`src/ast_pkg.sv`:
```
package ast_pkg;
  // register indices; byte address is four times the index
  localparam int IDX_W = 18;
  localparam logic [17:0] STATUS_IDX = 18'h0F29E;
  localparam logic [17:0] BUFFER_IDX = 18'h0F29F;
  localparam logic [17:0] CONTROL_IDX = 18'h0F2A0;
  localparam logic [17:0] MODE_IDX = 18'h0F2A1;
  localparam logic [17:0] FORMAT_IDX = 18'h0F2A2;
  localparam logic [17:0] BAUD_IDX = 18'h0F2A3;
  // status field positions
  localparam int ST_FER = 0;
  localparam int ST_OER = 1;
  localparam int ST_PER = 2;
  localparam int ST_FUL = 3;
  // control, mode and format field positions
  localparam int EN_BIT = 0;
  localparam int IO_BIT = 0;
  localparam int RSS_BIT = 1;
  localparam int LEN_LSB = 0;
  localparam int PAR_LSB = 2;
  localparam int STOP_BIT = 4;
  localparam int NEG_BIT = 5;
  localparam int DIR_BIT = 6;
  // reset values
  localparam logic [6:0] FORMAT_RST = 7'h00;
  localparam logic [11:0] BAUD_RST = 12'hFFF;
  localparam logic [7:0] BUFFER_RST = 8'h00;
  // bus answers
  localparam logic [1:0] RESP_OKAY = 2'h0;
  localparam logic [1:0] RESP_SLVERR = 2'h2;

  typedef enum logic [2:0] {TX_IDLE, TX_DATA, TX_PAR, TX_STOP, TX_END}
    ast_tx_state_t;
  typedef enum logic [2:0] {RX_HUNT, RX_START, RX_DATA, RX_PAR, RX_XFER,
    RX_STOP} ast_rx_state_t;

  // length code 00..11 gives 8..5 data bits
  function automatic logic [3:0] data_len(input logic [1:0] code);
    return 4'h8 - {2'h0, code};
  endfunction : data_len

  // buffer bit carried by serial slot idx
  function automatic logic [2:0] bit_pos(input logic [2:0] idx,
    input logic [3:0] len, input logic msb);
    logic [3:0] p;
    p = msb ? (len - 4'h1 - {1'h0, idx}) : {1'h0, idx};
    return p[2:0];
  endfunction : bit_pos

  // parity bit over the valid data bits; even unless odd is set
  function automatic logic par_calc(input logic [7:0] data,
    input logic [3:0] len, input logic odd);
    logic [7:0] mask;
    mask = 8'hFF >> (4'h8 - len);
    return (^(data & mask)) ^ odd;
  endfunction : par_calc

  function automatic logic is_mapped(input logic [17:0] idx);
    return idx == STATUS_IDX || idx == BUFFER_IDX || idx == CONTROL_IDX ||
      idx == MODE_IDX || idx == FORMAT_IDX || idx == BAUD_IDX;
  endfunction : is_mapped
endpackage : ast_pkg

```
`src/ast_reg_if.sv`:
```
`timescale 1ns/1ps
// register port between the bus slave and the channel core
interface ast_reg_if;
  logic wr;
  logic [17:0] widx;
  logic [15:0] wdata;
  logic whit;
  logic rd;
  logic [17:0] ridx;
  logic [15:0] rdata;
  logic rhit;
  modport bus (output wr, widx, wdata, rd, ridx, input whit, rdata, rhit);
  modport regs (input wr, widx, wdata, rd, ridx, output whit, rdata, rhit);
endinterface : ast_reg_if

```
`src/ast_axil_slave.sv`:
```
`timescale 1ns/1ps
module ast_axil_slave #(
  parameter int ADDR_W = 20
) (
  input wire logic aclk,
  input wire logic aresetn,
  input wire logic [ADDR_W-1:0] s_axi_awaddr,
  input wire logic s_axi_awvalid,
  output logic s_axi_awready,
  input wire logic [31:0] s_axi_wdata,
  input wire logic [3:0] s_axi_wstrb,
  input wire logic s_axi_wvalid,
  output logic s_axi_wready,
  output logic [1:0] s_axi_bresp,
  output logic s_axi_bvalid,
  input wire logic s_axi_bready,
  input wire logic [ADDR_W-1:0] s_axi_araddr,
  input wire logic s_axi_arvalid,
  output logic s_axi_arready,
  output logic [31:0] s_axi_rdata,
  output logic [1:0] s_axi_rresp,
  output logic s_axi_rvalid,
  input wire logic s_axi_rready,
  ast_reg_if.bus rb
);
  if (ADDR_W != ast_pkg::IDX_W + 2)
    $error("address width must be index width plus two");

  logic aw_full_reg, w_full_reg, bvalid_reg, rvalid_reg;
  logic [ADDR_W-1:0] aw_addr_reg;
  logic [15:0] w_data_reg;
  logic w_strb_reg;
  logic [1:0] bresp_reg, rresp_reg;
  logic [31:0] rdata_reg;
  logic do_wr;

  // address and data are held apart so either may come first
  assign s_axi_awready = !aw_full_reg;
  assign s_axi_wready = !w_full_reg;
  assign do_wr = aw_full_reg && w_full_reg && !bvalid_reg;
  assign s_axi_bvalid = bvalid_reg;
  assign s_axi_bresp = bresp_reg;
  assign s_axi_arready = !rvalid_reg;
  assign s_axi_rvalid = rvalid_reg;
  assign s_axi_rdata = rdata_reg;
  assign s_axi_rresp = rresp_reg;
  // only the low byte lane strobe commits a write
  assign rb.wr = do_wr && w_strb_reg;
  assign rb.widx = aw_addr_reg[ADDR_W-1:2];
  assign rb.wdata = w_data_reg;
  assign rb.rd = s_axi_arvalid && !rvalid_reg;
  assign rb.ridx = s_axi_araddr[ADDR_W-1:2];

  // write channels and response
  always_ff @(posedge aclk)
  begin
    if (!aresetn)
    begin
      aw_full_reg <= 1'b0;
      w_full_reg <= 1'b0;
      bvalid_reg <= 1'b0;
      aw_addr_reg <= '0;
      w_data_reg <= 16'h0000;
      w_strb_reg <= 1'b0;
      bresp_reg <= ast_pkg::RESP_OKAY;
    end
    else
    begin
      if (s_axi_awvalid && !aw_full_reg)
      begin
        aw_full_reg <= 1'b1;
        aw_addr_reg <= s_axi_awaddr;
      end
      else if (do_wr)
        aw_full_reg <= 1'b0;
      if (s_axi_wvalid && !w_full_reg)
      begin
        w_full_reg <= 1'b1;
        w_data_reg <= s_axi_wdata[15:0];
        w_strb_reg <= s_axi_wstrb[0];
      end
      else if (do_wr)
        w_full_reg <= 1'b0;
      if (do_wr)
      begin
        bvalid_reg <= 1'b1;
        bresp_reg <= rb.whit ? ast_pkg::RESP_OKAY : ast_pkg::RESP_SLVERR;
      end
      else if (s_axi_bready)
        bvalid_reg <= 1'b0;
    end
  end

  // read answer one cycle after the address is taken
  always_ff @(posedge aclk)
  begin
    if (!aresetn)
    begin
      rvalid_reg <= 1'b0;
      rdata_reg <= 32'h00000000;
      rresp_reg <= ast_pkg::RESP_OKAY;
    end
    else if (rb.rd)
    begin
      rvalid_reg <= 1'b1;
      rdata_reg <= {16'h0000, rb.rdata};
      rresp_reg <= rb.rhit ? ast_pkg::RESP_OKAY : ast_pkg::RESP_SLVERR;
    end
    else if (s_axi_rready)
      rvalid_reg <= 1'b0;
  end
endmodule : ast_axil_slave

```
`src/ast_baud_gen.sv`:
```
`timescale 1ns/1ps
module ast_baud_gen #(
  parameter int CNT_W = 12
) (
  input wire logic aclk,
  input wire logic aresetn,
  input wire logic run,
  input wire logic [CNT_W-1:0] count,
  input wire logic shift,
  output logic bit_end,
  output logic mid
);
  if (CNT_W < 2 || CNT_W > 12)
    $error("count width must be 2 to 12");

  logic [CNT_W-1:0] cnt_reg;
  logic [CNT_W-1:0] mid_pt;
  logic [CNT_W-1:0] half;

  // about half a bit after the start edge was seen, not at the bit's end
  assign half = count - (count >> 1);
  // shift moves the sample one source clock later, never past bit end
  assign mid_pt = (shift && half != '0) ? half - 1'b1 : half;
  assign bit_end = run && cnt_reg == '0;
  assign mid = run && cnt_reg == mid_pt;

  // count+1 source clocks per bit; reloads while stopped
  always_ff @(posedge aclk)
  begin
    if (!aresetn)
      cnt_reg <= ast_pkg::BAUD_RST[CNT_W-1:0];
    else if (!run || cnt_reg == '0)
      cnt_reg <= count;
    else
      cnt_reg <= cnt_reg - 1'b1;
  end
endmodule : ast_baud_gen

```
`src/ast_serial.sv`:
```
// Design decision made here: register access over AXI4-Lite.
`timescale 1ns/1ps
// Operation
// any write to the status register clears all four flags
// framing flag reflects start/stop errors per reception; zero in transmit
// overrun set when a byte arrives while the previous is unread
// parity flag refreshed per reception; zero in transmit mode
// buffer-full set by a transmit write, cleared when byte is loaded
// software checks buffer-full is zero before writing the next byte
// frame: start, 5-8 data, optional parity, 1-2 stops, order, polarity
// bit time is count+1 source clocks, 12-bit count
// software programs count as clock over bit rate minus one
// transmit starts when direction is transmit and run is set
// start bit on falling transfer edge, then data, parity, stops
// interrupt request when the start bit is output
// after stop: continue with interrupt, or clear run and interrupt
// software writes next byte before the current stop bit ends
// transmit pin held high in receive mode
// software picks input, sets receive direction, then sets run
// receiver hunts for start and times bits from its edge
// bits sampled mid-bit; byte moves to buffer on following fall
// next rise: interrupt, stop and parity checked, flags set
// reception repeats until run is cleared by software
// start bit sampled every source clock, one clock latency
// sample point shiftable by one source clock
// length codes 00..11 give 8, 7, 6, 5 data bits
// parity code 00 even, 01 odd, upper bit set none
// negative logic inverts every serial bit both ways
module ast_serial #(
  parameter int BAUD_W = 12,
  parameter int ADDR_W = 20
) (
  input wire logic aclk,
  input wire logic aresetn,
  input wire logic [ADDR_W-1:0] s_axi_awaddr,
  input wire logic s_axi_awvalid,
  output logic s_axi_awready,
  input wire logic [31:0] s_axi_wdata,
  input wire logic [3:0] s_axi_wstrb,
  input wire logic s_axi_wvalid,
  output logic s_axi_wready,
  output logic [1:0] s_axi_bresp,
  output logic s_axi_bvalid,
  input wire logic s_axi_bready,
  input wire logic [ADDR_W-1:0] s_axi_araddr,
  input wire logic s_axi_arvalid,
  output logic s_axi_arready,
  output logic [31:0] s_axi_rdata,
  output logic [1:0] s_axi_rresp,
  output logic s_axi_rvalid,
  input wire logic s_axi_rready,
  input wire logic serial_in_pin,
  output logic serial_out_pin,
  output logic irq_req
);
  if (BAUD_W != 12)
    $error("the bit counter is twelve bits wide");

  ast_reg_if rb ();

  logic run_reg, dir_reg, rss_reg;
  logic [6:0] fmt_reg;
  logic [BAUD_W-1:0] baud_reg;
  logic [7:0] buf_reg;
  logic fer_reg, oer_reg, per_reg, ful_reg, unread_reg;
  ast_pkg::ast_tx_state_t tx_state_reg;
  ast_pkg::ast_rx_state_t rx_state_reg;
  logic [7:0] tx_shift_reg, rx_shift_reg;
  logic [2:0] tx_idx_reg, rx_idx_reg;
  logic tx_bit_reg, out_reg, irq_reg, rx_ferr_reg, rx_par_reg;
  logic be, mp, baud_run;
  logic [3:0] len;
  logic [2:0] last_idx;
  logic par_en, par_odd, two_stop, neg, msb, rx_in;
  logic wr_stat, wr_buf, wr_ctrl, wr_mode, wr_fmt, wr_baud, rd_buf, buf_wr;
  logic tx_load, tx_stop_run, rx_xfer, rx_fin, rx_stop2_bad;
  logic fer_new, per_new;

  ast_axil_slave #(.ADDR_W(ADDR_W)) u_bus (
    .aclk(aclk),
    .aresetn(aresetn),
    .s_axi_awaddr(s_axi_awaddr),
    .s_axi_awvalid(s_axi_awvalid),
    .s_axi_awready(s_axi_awready),
    .s_axi_wdata(s_axi_wdata),
    .s_axi_wstrb(s_axi_wstrb),
    .s_axi_wvalid(s_axi_wvalid),
    .s_axi_wready(s_axi_wready),
    .s_axi_bresp(s_axi_bresp),
    .s_axi_bvalid(s_axi_bvalid),
    .s_axi_bready(s_axi_bready),
    .s_axi_araddr(s_axi_araddr),
    .s_axi_arvalid(s_axi_arvalid),
    .s_axi_arready(s_axi_arready),
    .s_axi_rdata(s_axi_rdata),
    .s_axi_rresp(s_axi_rresp),
    .s_axi_rvalid(s_axi_rvalid),
    .s_axi_rready(s_axi_rready),
    .rb(rb)
  );

  // the counter runs only while a frame is active or transmit is enabled
  assign baud_run = run_reg && (!dir_reg || rx_state_reg != ast_pkg::RX_HUNT);

  ast_baud_gen #(.CNT_W(BAUD_W)) u_baud (
    .aclk(aclk),
    .aresetn(aresetn),
    .run(baud_run),
    .count(baud_reg),
    .shift(rss_reg),
    .bit_end(be),
    .mid(mp)
  );

  // frame format decode
  assign len = ast_pkg::data_len(fmt_reg[ast_pkg::LEN_LSB +: 2]);
  assign last_idx = 3'(len - 4'h1);
  assign par_en = !fmt_reg[ast_pkg::PAR_LSB + 1];
  assign par_odd = fmt_reg[ast_pkg::PAR_LSB];
  assign two_stop = fmt_reg[ast_pkg::STOP_BIT];
  assign neg = fmt_reg[ast_pkg::NEG_BIT];
  assign msb = fmt_reg[ast_pkg::DIR_BIT];
  assign rx_in = serial_in_pin ^ neg;

  // register decode
  assign rb.whit = ast_pkg::is_mapped(rb.widx);
  assign rb.rhit = ast_pkg::is_mapped(rb.ridx);
  assign wr_stat = rb.wr && rb.widx == ast_pkg::STATUS_IDX;
  assign wr_buf = rb.wr && rb.widx == ast_pkg::BUFFER_IDX;
  assign wr_ctrl = rb.wr && rb.widx == ast_pkg::CONTROL_IDX;
  assign wr_mode = rb.wr && rb.widx == ast_pkg::MODE_IDX;
  assign wr_fmt = rb.wr && rb.widx == ast_pkg::FORMAT_IDX;
  assign wr_baud = rb.wr && rb.widx == ast_pkg::BAUD_IDX;
  assign rd_buf = rb.rd && rb.ridx == ast_pkg::BUFFER_IDX;
  assign buf_wr = wr_buf && !dir_reg;

  // read mux; unmapped indices read zero and answer with an error
  always_comb
  begin
    case (rb.ridx)
      ast_pkg::STATUS_IDX: rb.rdata = {12'h000, ful_reg, per_reg, oer_reg,
        fer_reg};
      ast_pkg::BUFFER_IDX: rb.rdata = {8'h00, buf_reg};
      ast_pkg::CONTROL_IDX: rb.rdata = {15'h0000, run_reg};
      ast_pkg::MODE_IDX: rb.rdata = {14'h0000, rss_reg, dir_reg};
      ast_pkg::FORMAT_IDX: rb.rdata = {9'h000, fmt_reg};
      ast_pkg::BAUD_IDX: rb.rdata = 16'(baud_reg);
      default: rb.rdata = 16'h0000;
    endcase
  end

  // frame events
  assign tx_load = be && run_reg && !dir_reg &&
    (tx_state_reg == ast_pkg::TX_IDLE ||
    (tx_state_reg == ast_pkg::TX_END && ful_reg));
  assign tx_stop_run = be && tx_state_reg == ast_pkg::TX_END && !ful_reg;
  assign rx_xfer = be && rx_state_reg == ast_pkg::RX_XFER;
  assign rx_fin = mp && rx_state_reg == ast_pkg::RX_STOP && rx_idx_reg == 3'h0;
  assign rx_stop2_bad = mp && rx_state_reg == ast_pkg::RX_STOP &&
    rx_idx_reg == 3'h1 && !rx_in;
  assign fer_new = rx_ferr_reg || !rx_in;
  assign per_new = par_en &&
    (ast_pkg::par_calc(rx_shift_reg, len, par_odd) != rx_par_reg);

  // control registers; a software write of run wins over the auto stop
  always_ff @(posedge aclk)
  begin
    if (!aresetn)
    begin
      run_reg <= 1'b0;
      dir_reg <= 1'b0;
      rss_reg <= 1'b0;
      fmt_reg <= ast_pkg::FORMAT_RST;
      baud_reg <= ast_pkg::BAUD_RST;
    end
    else
    begin
      if (wr_ctrl)
        run_reg <= rb.wdata[ast_pkg::EN_BIT];
      else if (tx_stop_run)
        run_reg <= 1'b0;
      if (wr_mode)
      begin
        dir_reg <= rb.wdata[ast_pkg::IO_BIT];
        rss_reg <= rb.wdata[ast_pkg::RSS_BIT];
      end
      if (wr_fmt)
        fmt_reg <= rb.wdata[6:0];
      if (wr_baud)
        baud_reg <= rb.wdata[BAUD_W-1:0];
    end
  end

  // shared buffer: software fills it in transmit, the receiver in receive
  always_ff @(posedge aclk)
  begin
    if (!aresetn)
    begin
      buf_reg <= ast_pkg::BUFFER_RST;
      unread_reg <= 1'b0;
    end
    else
    begin
      if (buf_wr)
        buf_reg <= rb.wdata[7:0];
      else if (rx_xfer)
        buf_reg <= rx_shift_reg;
      // unread survives a stop and restart so overrun still shows
      if (rx_xfer)
        unread_reg <= 1'b1;
      else if (rd_buf)
        unread_reg <= 1'b0;
    end
  end

  // status flags; a hardware update wins over a clearing write
  always_ff @(posedge aclk)
  begin
    if (!aresetn)
    begin
      fer_reg <= 1'b0;
      oer_reg <= 1'b0;
      per_reg <= 1'b0;
      ful_reg <= 1'b0;
    end
    else
    begin
      if (!dir_reg)
        fer_reg <= 1'b0;
      else if (rx_fin)
        fer_reg <= fer_new;
      else if (rx_stop2_bad)
        fer_reg <= 1'b1;
      else if (wr_stat)
        fer_reg <= 1'b0;
      if (!dir_reg)
        oer_reg <= 1'b0;
      else if (rx_xfer && unread_reg)
        oer_reg <= 1'b1;
      else if (wr_stat)
        oer_reg <= 1'b0;
      if (!dir_reg)
        per_reg <= 1'b0;
      else if (rx_fin)
        per_reg <= per_new;
      else if (wr_stat)
        per_reg <= 1'b0;
      if (dir_reg)
        ful_reg <= 1'b0;
      else if (buf_wr)
        ful_reg <= 1'b1;
      else if (tx_load || wr_stat)
        ful_reg <= 1'b0;
    end
  end

  // transmitter; every bit changes on the falling transfer edge
  always_ff @(posedge aclk)
  begin
    if (!aresetn)
    begin
      tx_state_reg <= ast_pkg::TX_IDLE;
      tx_shift_reg <= 8'h00;
      tx_idx_reg <= 3'h0;
      tx_bit_reg <= 1'b1;
    end
    else if (!run_reg || dir_reg)
    begin
      tx_state_reg <= ast_pkg::TX_IDLE;
      tx_bit_reg <= 1'b1;
    end
    else if (tx_load)
    begin
      tx_bit_reg <= 1'b0;
      tx_shift_reg <= buf_reg;
      tx_idx_reg <= 3'h0;
      tx_state_reg <= ast_pkg::TX_DATA;
    end
    else if (be)
    begin
      case (tx_state_reg)
        ast_pkg::TX_DATA:
        begin
          tx_bit_reg <= tx_shift_reg[ast_pkg::bit_pos(tx_idx_reg, len,
            msb)];
          if (tx_idx_reg == last_idx)
          begin
            tx_idx_reg <= 3'h0;
            tx_state_reg <= par_en ? ast_pkg::TX_PAR : ast_pkg::TX_STOP;
          end
          else
            tx_idx_reg <= tx_idx_reg + 3'h1;
        end
        ast_pkg::TX_PAR:
        begin
          tx_bit_reg <= ast_pkg::par_calc(tx_shift_reg, len, par_odd);
          tx_state_reg <= ast_pkg::TX_STOP;
        end
        ast_pkg::TX_STOP:
        begin
          tx_bit_reg <= 1'b1;
          if (two_stop && tx_idx_reg == 3'h0)
            tx_idx_reg <= 3'h1;
          else
            tx_state_reg <= ast_pkg::TX_END;
        end
        ast_pkg::TX_IDLE, ast_pkg::TX_END: tx_bit_reg <= 1'b1;
        default: tx_state_reg <= ast_pkg::TX_IDLE;
      endcase
    end
  end

  // receiver; start edge seen on any source clock restarts bit timing
  always_ff @(posedge aclk)
  begin
    if (!aresetn)
    begin
      rx_state_reg <= ast_pkg::RX_HUNT;
      rx_shift_reg <= 8'h00;
      rx_idx_reg <= 3'h0;
      rx_ferr_reg <= 1'b0;
      rx_par_reg <= 1'b0;
    end
    else if (!run_reg || !dir_reg)
      rx_state_reg <= ast_pkg::RX_HUNT;
    else
    begin
      case (rx_state_reg)
        ast_pkg::RX_HUNT:
          if (!rx_in)
          begin
            rx_state_reg <= ast_pkg::RX_START;
            rx_ferr_reg <= 1'b0;
            rx_shift_reg <= 8'h00;
            rx_idx_reg <= 3'h0;
          end
        ast_pkg::RX_START:
          if (mp)
          begin
            rx_ferr_reg <= rx_in;
            rx_state_reg <= ast_pkg::RX_DATA;
          end
        ast_pkg::RX_DATA:
          if (mp)
          begin
            rx_shift_reg[ast_pkg::bit_pos(rx_idx_reg, len, msb)] <=
              rx_in;
            if (rx_idx_reg == last_idx)
            begin
              rx_idx_reg <= 3'h0;
              rx_state_reg <= par_en ? ast_pkg::RX_PAR : ast_pkg::RX_XFER;
            end
            else
              rx_idx_reg <= rx_idx_reg + 3'h1;
          end
        ast_pkg::RX_PAR:
          if (mp)
          begin
            rx_par_reg <= rx_in;
            rx_state_reg <= ast_pkg::RX_XFER;
          end
        ast_pkg::RX_XFER:
          if (be)
            rx_state_reg <= ast_pkg::RX_STOP;
        ast_pkg::RX_STOP:
          if (mp)
          begin
            // back to hunting at mid stop so the next start is not missed
            if (two_stop && rx_idx_reg == 3'h0)
              rx_idx_reg <= 3'h1;
            else
              rx_state_reg <= ast_pkg::RX_HUNT;
          end
        default: rx_state_reg <= ast_pkg::RX_HUNT;
      endcase
    end
  end

  // pin and interrupt drivers, registered to keep the pin glitch free
  always_ff @(posedge aclk)
  begin
    if (!aresetn)
    begin
      out_reg <= 1'b1;
      irq_reg <= 1'b0;
    end
    else
    begin
      out_reg <= dir_reg ? 1'b1 : (tx_bit_reg ^ neg);
      irq_reg <= tx_load || tx_stop_run || rx_fin;
    end
  end

  assign serial_out_pin = out_reg;
  assign irq_req = irq_reg;
endmodule : ast_serial

```
`config.mk`:
```
export PLATFORM = sky130hd
export DESIGN_NAME = ast_serial
export DESIGN_NICKNAME = d
export VERILOG_FILES = /design/src/ast_pkg.sv /design/src/ast_reg_if.sv /design/src/ast_axil_slave.sv /design/src/ast_baud_gen.sv /design/src/ast_serial.sv
export SDC_FILE = /design/constraint.sdc
export NUM_CORES = 1
export LEC_CHECK = 0
export BUFFER_PORTS_ARGS = -buffer_cell sky130_fd_sc_hd__buf_2
export CAP_MARGIN = 5
export CORE_ASPECT_RATIO = 0.75
export CORE_MARGIN = 2
export CORE_UTILIZATION = 50
export DETAILED_ROUTE_END_ITERATION = 12
export PLACE_DENSITY = 0.84
export SYNTH_ARGS = -nofsm -noshare
export SYNTH_HDL_FRONTEND = slang
export SYNTH_SLANG_ARGS = --single-unit
```
`constraint.sdc`:
```
create_clock -name aclk -period 4.16 [get_ports aclk]
set_clock_uncertainty 0.2 [all_clocks]
set_input_delay 0.832 -clock aclk [delete_from_list [all_inputs] [get_ports aclk]]
set_output_delay 0.832 -clock aclk [all_outputs]
set_load 0.005 [all_outputs]
```
==> reports/results.ini, run 1 <==
[global_routing]
grt_pass1_wl_mm = 36.5
grt_max_degree = 78
grt_pass1_vias = 7247
antenna_found_initial = 1
grt_overflow = 0
grtUsageMet3_pct = 8.98
grt_use_met2_pct = 41.4
grtUsageTotal_pct = 27.9
use_met1_pct = 37.8
top_usage_layer = met2

[critical_path]
crit_buf_inv = 6
cpPeakStageDelay_ns = 0.43
r2r_end = irq_req
cp_cell_sequence = inv_1 > ha_4 > o211a_1 > a21bo_2 > a21oi_2 > o311a_2 > buf_4 > buf_4 > or3b_2 > a211o_1 > nand2_1 > a2111oi_2 > buf_4 > nand3_4 > buf_12 > nor2_2 > buf_4 > o31a_1
cp_num_cells = 18
cp-end-kind = register
crit_fanout = 20
cp-start-kind = register
path_delay_family = compound AO/OA/AOI/OAI gates
crit_top_cell = buf_4
reg2regPathDepth = 18
worstReg2RegStart = baud_reg[3]
crit_required_ns = 4.26
cp.arrival_ns = 4.22
slowest_stage = or3b_2
critical_path_class = reg2reg
rrSetupSlack_ns = 0.03

[flow_run]
max_cap_viol_count = 0

[yosys]
synth_edf_count = 0
ys_seq_area_share_pct = 33.3
synth_area_mm2 = 0.00776
synth_area_per_cell_um2 = 7.99
ys_warn_count = 0
async_flop_share_pct = 0
yosysUniqueCellTypes = 90
syn_inst = 971
synth-seq-cells = 129
synthFlopType = dfxtp_1

[floorplan]
num_rows = 39
coreArea_mm2 = 0.0152
die_h_um = 112
ios = 127
fp.dieW_um = 148
die_area_mm2 = 0.0165
start_util_pct = 51.0

[finish]
instances_no_fill = 1306
nNetsFinal = 1200
fin_area_mm2 = 0.00957
fillers = 1211
final_cell_mix = nand2_1, dfxtp_1, nor2_1
largest_reg_flops = 18
drive_above_1_share_pct = 22.6
synthToLayoutAreaGrowth_pct = 23.3
antenna_cells = 0
fin_util_pct = 62.8
layout_commonest_cell = nand2_1

[clock_tree]
cts_max_path_buffers = 2
clkTransAtPathRegs_ns = 0.06
cts_hold_buf = 0
cts-root-buf = clkbuf_16
cts.sink_count = 129
cts_tree = yes
cts-buffers-inserted = 17
h-tree-depth = 4
insertion_delay_ns = 0.42

[sta]
setup_viol_count_final = 0
report.final.hold_viol_count = 0
worstMarginPinSlew_ns = 1.01
slew_headroom_pct = 32.3
period_minus_slack_ns = 4.13
post-route-period-util_pct = 99.2
setup_ws_ns = 0.0349
tns_ns = 0
drv_slew = 0
rsz0062_at_grt = true
clock.fmax_mhz = 242

[power]
p_leak_nw = 3.97
p_per_area_mw_per_mm2 = 320
ir_drop_mv = 0.332

[routing]
vias = 7914
avgViaCountPerCell = 6.06
ant_nets = 0
wl_per_cell_um = 18.3
routed_wl_mm = 23.9
drc = 0
drt_iter0_markers = 1018
dr.pass1.iters = 8

[min_path]
min_delay_worst_endpoint = u_bus.aw_addr_reg[10]
hold_depth = 2
min-delay-start = u_bus.aw_addr_reg[10]
holdCritPathClass = reg2reg

[place]
placed_cell_area_mm2 = 0.00857
preCtsSetupSlack_ns = -0.222
gp_congestion = 0.958
dp_cells = 1264
port-buffer-count = 77
hpwl_mm = 15.9

[run_status]
outcome = completed

## final cells by class
class	instances	area, µm²	area share, %
multi-input combinational	754	4990	52.2
sequential	129	2590	27.1
timing repair buffer	149	942	9.85
clock buffer	20	467	4.88
tap	205	256	2.68
clock inverter	12	178	1.86
inverter	37	139	1.45
## per-layer routing
layer / share of wire (%) / vias to the layer above
met5: 0 / -
met4: 3.3 / 0
met3: 12 / 94
met2: 43 / 507
met1: 42 / 3672
li1: - / 3641
## stage by stage
stage / hold WS (ns) / power [W]
3_5_place_dp: 0.242 / 0.00144
3_3_place_gp: 0.237 / 0.00144
2_1_floorplan: 0.232 / 0.00139
5_1_grt: 0.275 / 0.00315
6_report: 0.253 / 0.00307
4_1_cts: 0.256 / 0.00306
## report_power, final
group	leakage [nW]	switching (W)	total (W)	internal [W]
Clock	0.317	0.000593	0.00165	0.00105
Sequential	1.04	0.0000200	0.00128	0.00126
Combinational	2.61	0.0000900	0.000139	0.0000488
Total	3.97	0.000703	0.00307	0.00236
## tightest hold or removal path: cells and delay by family (launching register included)
kind	cells	cell delay, ns
AO/OA/AOI/OAI	1	0.05
flip-flops	1	0.30
AND/OR/NAND/NOR	1	0.05
## Yosys cell counts (5+ instances only)
master | number | area (µm²)
a211oi_1 | 11 | 82.6
a21oi_1 | 69 | 345
a22oi_1 | 9 | 67.6
a31oi_1 | 5 | 31.3
and3_1 | 10 | 62.6
buf_1 | 8 | 30.0
buf_4 | 24 | 180
clkbuf_1 | 36 | 135
dfxtp_1 | 129 | 2580
ha_1 | 25 | 313
inv_1 | 36 | 135
mux2i_1 | 27 | 270
nand2_1 | 173 | 649
nand2b_1 | 12 | 75.1
nand3_1 | 23 | 115
nand4_1 | 11 | 68.8
nor2_1 | 82 | 308
nor2b_1 | 21 | 131
nor3_1 | 16 | 80.1
nor4_1 | 8 | 50.1
nor4b_1 | 5 | 43.8
o211ai_1 | 28 | 210
o21ai_0 | 27 | 135
o31ai_1 | 15 | 113
or3_1 | 7 | 43.8
xnor2_1 | 34 | 298
xor2_1 | 15 | 131
## worst max-delay path by stage
stage                      startpoint              end
after floorplan           baud_reg[0]  rx_shift_reg[0]
after global placement    baud_reg[0]          fer_reg
after detailed placement  baud_reg[0]          fer_reg
after CTS                 baud_reg[0]          fer_reg
after global routing      baud_reg[0]          fer_reg
final                     baud_reg[3]          irq_req
## what timing repair did
item                       4_1_cts  5_1_grt
cloned                           0        0
gates resized for setup         12       47
setup endpoints to repair       15       19
buffers inserted                 4        6
pin swaps                        6       21
## logic make-up after synthesis
group | synth area share (%)
buffers and inverters | 6.66
AO/OA/AOI/OAI | 20.3
XOR/XNOR | 6.71
flip-flops | 33.3
other | 0.0483
multiplexers | 4.93
AND/OR/NAND/NOR | 23.2
adder cells (fa/ha/maj) | 4.81
Power figures use the tool's default switching activity.
==> run 2, diff against run 1 <==
--- a/config.mk
+++ b/config.mk
@@ -12,6 +12,7 @@
 export CORE_UTILIZATION = 50
 export DETAILED_ROUTE_END_ITERATION = 12
 export PLACE_DENSITY = 0.84
+export REMOVE_ABC_BUFFERS = 1
 export SYNTH_ARGS = -nofsm -noshare
 export SYNTH_HDL_FRONTEND = slang
 export SYNTH_SLANG_ARGS = --single-unit
==> run 2 against run 1 <==
  * Sequential power is essentially flat
  * Critical path type unchanged
  * Maximum frequency grew 1.5%
  * Flip-flop and latch count is the same
  * Clock-buffer cell count shrank 1
  * Worst hold slack lost 0.00061 ns
  * Clock power shrank 8%
  * Cell count grew 0.38%
  * First-iteration DRC count shrank 37%
==> reports/results.ini, run 2 (synthesized netlist as in run 1, its figures left out) <==
[critical_path]
crit_buf_inv = 2
crit_fanout = 3
path_delay_family = compound AO/OA/AOI/OAI gates
cp-end-kind = register
cpPeakStageDelay_ns = 0.46
cp_cell_sequence = inv_1 > ha_1 > o211a_1 > a21bo_2 > a21oi_2 > o311a_2 > o41ai_2 > a211o_1 > nand2_1 > a2111oi_4 > buf_4 > nand4_1 > or2_2 > a311oi_1
crit_required_ns = 4.29
cp.arrival_ns = 4.20
critical_path_class = reg2reg
cp-start-kind = register
slowest_stage = o311a_2

[routing]
avgViaCountPerCell = 5.80
vias = 7608
drt_iter0_markers = 637
dr.pass1.iters = 5
drc = 0
wl_per_cell_um = 16.8
ant_nets = 0
routed_wl_mm = 22.0

[finish]
nNetsFinal = 1205
instances_no_fill = 1311
largest_reg_flops = 18
fillers = 1222
fin_area_mm2 = 0.00945
layout_commonest_cell = nand2_1
drive_above_1_share_pct = 21.2
final_cell_mix = nand2_1, dfxtp_1, nor2_1
antenna_cells = 0
synthToLayoutAreaGrowth_pct = 21.8
fin_util_pct = 62.1

[floorplan]
coreArea_mm2 = 0.0152
fp.dieW_um = 148
start_util_pct = 51.0
die_area_mm2 = 0.0165
die_h_um = 112
num_rows = 39
ios = 127

[power]
ir_drop_mv = 0.278
p_per_area_mw_per_mm2 = 309
p_total_w = 0.00292
p_leak_nw = 3.91

[clock_tree]
cts_max_path_buffers = 2
insertion_delay_ns = 0.42
cts.sink_count = 129
cts-buffers-inserted = 17
cts_hold_buf = 0
h-tree-depth = 4
clkTransAtPathRegs_ns = 0.06
cts-root-buf = clkbuf_16
cts_tree = yes

[sta]
drv_slew = 0
worstMarginPinSlew_ns = 0.932
slew_headroom_pct = 37.7
report.final.hold_viol_count = 0
period_minus_slack_ns = 4.07
post-route-period-util_pct = 97.7
clock.fmax_mhz = 246
setup_viol_count_final = 0
setup_ws_ns = 0.0939

[flow_run]
max_cap_viol_count = 0

[min_path]
holdCritPathClass = reg2reg

[place]
dp_cells = 1276
hpwl_mm = 15.9
preCtsSetupSlack_ns = -0.166
gp_congestion = 0.987
placed_cell_area_mm2 = 0.00866
port-buffer-count = 77

[global_routing]
grt_use_met2_pct = 38.5
grtUsageMet3_pct = 7.05
use_met1_pct = 37.7
grt_overflow = 0
antenna_found_initial = 0
top_usage_layer = met2
grtUsageTotal_pct = 26.3
grt_max_degree = 52
grt_pass1_wl_mm = 34.7
grt_pass1_vias = 6878

[run_status]
outcome = completed

run 2: changes by cell type in the layout (fill, tap and decap cells not counted), sizes merged:
| cell | change |
|---|---|
| bufinv | -1 |
| inv | -2 |
| clkinvlp | +2 |
| buf | +5 |
| clkinv | +2 |
| clkbuf | -1 |
run 2: metrics by stage:
step	hold WS, ns	TNS [ns]
after global routing	0.261	-0.0294
after CTS	0.253	0
after global placement	0.236	-0.0670
final	0.253	0
after floorplan	0.232	-1.95
after detailed placement	0.245	-0.456
run 2: worst paths after layout:
| path | cells after the start | slack (ns) | startpoint | end |
|---|---|---|---|---|
| worst max-delay path | 14 | 0.09 | baud_reg[3] | rx_state_reg[1] |
| worst min-delay path | 2 | 0.25 | u_bus.aw_addr_reg[10] | u_bus.aw_addr_reg[10] |
| worst max register to register | 14 | 0.09 | baud_reg[3] | rx_state_reg[1] |
| worst min register to register | 2 | 0.25 | u_bus.aw_addr_reg[10] | u_bus.aw_addr_reg[10] |
run 2: power breakdown:
group / leakage (nW) / switching [W] / internal (W)
clock network: 0.283 / 0.000570 / 0.000942
logic: 2.59 / 0.0000841 / 0.0000478
registers: 1.04 / 0.0000187 / 0.00126
run 2: layout make-up:
cell class	instances	area, µm²	share of cell area (%)
clock buffer	19	433	4.58
clock inverter	13	163	1.72
inverter	37	139	1.47
multi-input combinational	754	4900	51.9
sequential	129	2590	27.4
tap	205	256	2.71
timing repair buffer	154	971	10.3
run 2: worst reg2reg max path, stage by stage, from the launching register on:
cell and delay, ns:
dfxtp_2 0.38, inv_1 0.08, ha_1 0.34, o211a_1 0.25
a21bo_2 0.23, a21oi_2 0.08, o311a_2 0.46, o41ai_2 0.33
a211o_1 0.16, nand2_1 0.09, a2111oi_4 0.36, buf_4 0.16
nand4_1 0.23, or2_2 0.38, a311oi_1 0.24
run 2: layer usage:
layer / up-vias / share of wire (%)
li1: 3633 / -
met1: 3538 / 44
met2: 400 / 42
met3: 37 / 12
met4: 0 / 2.0
met5: - / 0
run 2: repair_timing:
| action | CTS | global route |
|---|---|---|
| cloned | 0 | 0 |
| resized for setup | 8 | 27 |
| setup endpoints to repair | 13 | 15 |
| pin swaps | 5 | 9 |
| setup buffers | 2 | 1 |
==> run 3, diff against run 2 <==
--- a/config.mk
+++ b/config.mk
@@ -10,6 +10,7 @@
 export CORE_ASPECT_RATIO = 0.75
 export CORE_MARGIN = 2
 export CORE_UTILIZATION = 50
+export CTS_BUF_LIST = sky130_fd_sc_hd__clkbuf_8
 export DETAILED_ROUTE_END_ITERATION = 12
 export PLACE_DENSITY = 0.84
 export REMOVE_ABC_BUFFERS = 1
==> run 3 against run 2 <==
  * Final area shrank 2.1%
  * Total power fell by 14%
  * Critical path type unchanged
  * Critical path depth unchanged
  * Largest power group is now registers
  * Combinational power about the same
  * Wire length fell by 1.9%
==> reports/results.ini, run 3 (synthesized netlist as in run 1, its figures left out) <==
[sta]
clock.fmax_mhz = 244
drv_slew = 0
worstMarginPinSlew_ns = 0.935
slew_headroom_pct = 37.5
setup_viol_count_final = 0
holdWs_ns = 0.255
tns_ns = 0
period_minus_slack_ns = 4.09
report.final.hold_viol_count = 0
post-route-period-util_pct = 98.4

[floorplan]
num_rows = 39
die_area_mm2 = 0.0165
die_h_um = 112
coreArea_mm2 = 0.0152
ios = 127
fp.dieW_um = 148
start_util_pct = 51.0

[clock_tree]
cts_hold_buf = 0
cts_tree = yes
h-tree-depth = 4
cts-root-buf = clkbuf_8
insertion_delay_ns = 0.44
cts.sink_count = 129
cts_max_path_buffers = 2
clkTransAtPathRegs_ns = 0.08
cts-buffers-inserted = 17

[global_routing]
grtUsageMet3_pct = 7.83
grt_use_met2_pct = 37.9
grtUsageTotal_pct = 25.9
grt_overflow = 0
use_met1_pct = 37.5
grt_pass1_vias = 6886
top_usage_layer = met2
grt_max_degree = 52
grt_pass1_wl_mm = 34.4
antenna_found_initial = 0

[routing]
vias = 7553
drt_iter0_markers = 682
drc = 0
dr.pass1.iters = 7
ant_nets = 0
routed_wl_mm = 21.6
avgViaCountPerCell = 5.76
wl_per_cell_um = 16.5

[critical_path]
worstReg2RegStart = baud_reg[3]
crit_required_ns = 4.31
crit_buf_inv = 2
cp_cell_sequence = inv_1 > ha_1 > o211a_1 > a21bo_2 > a21oi_2 > o311a_2 > o41ai_2 > a211o_1 > nand2_1 > a2111oi_4 > buf_4 > nand4_1 > or2_2 > a311oi_1
slowest_stage = o311a_2
cp-end-kind = register
crit_fanout = 3
cp-startpoint = baud_reg[3]
cpPeakStageDelay_ns = 0.46
path_delay_family = compound AO/OA/AOI/OAI gates
cp.arrival_ns = 4.25
cp-start-kind = register
critical_path_class = reg2reg

[power]
p_sw_w = 0.000615
p_int_w = 0.00189
p_total_w = 0.00251
ir_drop_mv = 0.238
power_frac_comb_pct = 5.2
p_sw_share_pct = 24.5
p_leak_nw = 3.83
p_per_area_mw_per_mm2 = 271
clock_power_share_pct = 43.9
p_seq_share_pct = 50.9

[min_path]
holdCritPathClass = reg2reg
min-delay-start = u_bus.aw_addr_reg[10]

[finish]
drive_above_1_share_pct = 21.2
layout_commonest_cell = nand2_1
nNetsFinal = 1205
final_cell_mix = nand2_1, dfxtp_1, nor2_1
largest_reg_flops = 18
fin_area_mm2 = 0.00925
fin_util_pct = 60.8
antenna_cells = 0
synthToLayoutAreaGrowth_pct = 19.3

[place]
placed_cell_area_mm2 = 0.00866
gp_congestion = 0.987
hpwl_mm = 15.9
port-buffer-count = 77

[flow_run]
max_cap_viol_count = 0

[run_status]
outcome = completed

[run 3: changes by cell type in the layout (fill, tap and decap cells not counted), moves of 2 or more]
| cell | before | now |
|---|---|---|
| clkbuf_1 | 2 | 0 |
| clkbuf_16 | 17 | 0 |
| clkbuf_8 | 0 | 17 |
| inv_1 | 36 | 38 |
[run 3: repair_timing]
item | CTS | global route
pin swaps | 5 | 9
hold endpoints to repair | 0 | 0
setup buffers | 2 | 1
resized for setup | 8 | 26
setup endpoints to repair | 14 | 15
[run 3: power by group through the flow]
stage	combinational, W	sequential [W]	clock, W
after global routing	0.000148	0.00128	0.00117
after floorplan	0.0000662	0.00130	0
after global placement	0.000127	0.00130	0
after CTS	0.000130	0.00128	0.00111
after detailed placement	0.000129	0.00130	0
final	0.000131	0.00128	0.00110
[run 3: metal layers]
metal	routed length [µm]	part of all wire [%]	vias up
met5	0	0	-
met1	9800	45	3500
met3	2330	11	49
li1	-	-	3639
met2	9040	42	365
met4	418	1.9	0
[run 3: final cells by class]
| type | count | area [µm²] |
|---|---|---|
| multi-input cells | 754 | 4900 |
| clock buffers | 17 | 234 |
| flip-flops and latches | 129 | 2590 |
| well taps | 205 | 256 |
| clock inverters | 15 | 170 |
| repair buffers | 154 | 967 |
| inverters | 37 | 139 |
| fillers | 1267 | 5970 |
[run 3: through the flow]
step,cells,worst slack [ns]
4_1_cts,1310,0.00862
6_report,1311,0.0668
2_1_floorplan,920,-0.431
3_5_place_dp,1276,-0.166
3_3_place_gp,1276,-0.0670
5_1_grt,1311,-0.0359
[run 3: final timing paths]
path | endpoint | slack (ns) | depth (start not counted)
setup / recovery | rx_state_reg[1] | 0.07 | 14
hold / removal | u_bus.aw_addr_reg[10] | 0.25 | 2
setup reg to reg | rx_state_reg[1] | 0.07 | 14
hold reg to reg | u_bus.aw_addr_reg[10] | 0.25 | 2
[run 3: worst min-delay path: stages (launching register included)]
cell     delay [ns]
dfxtp_1        0.31
nand2_1        0.05
a21oi_1        0.05
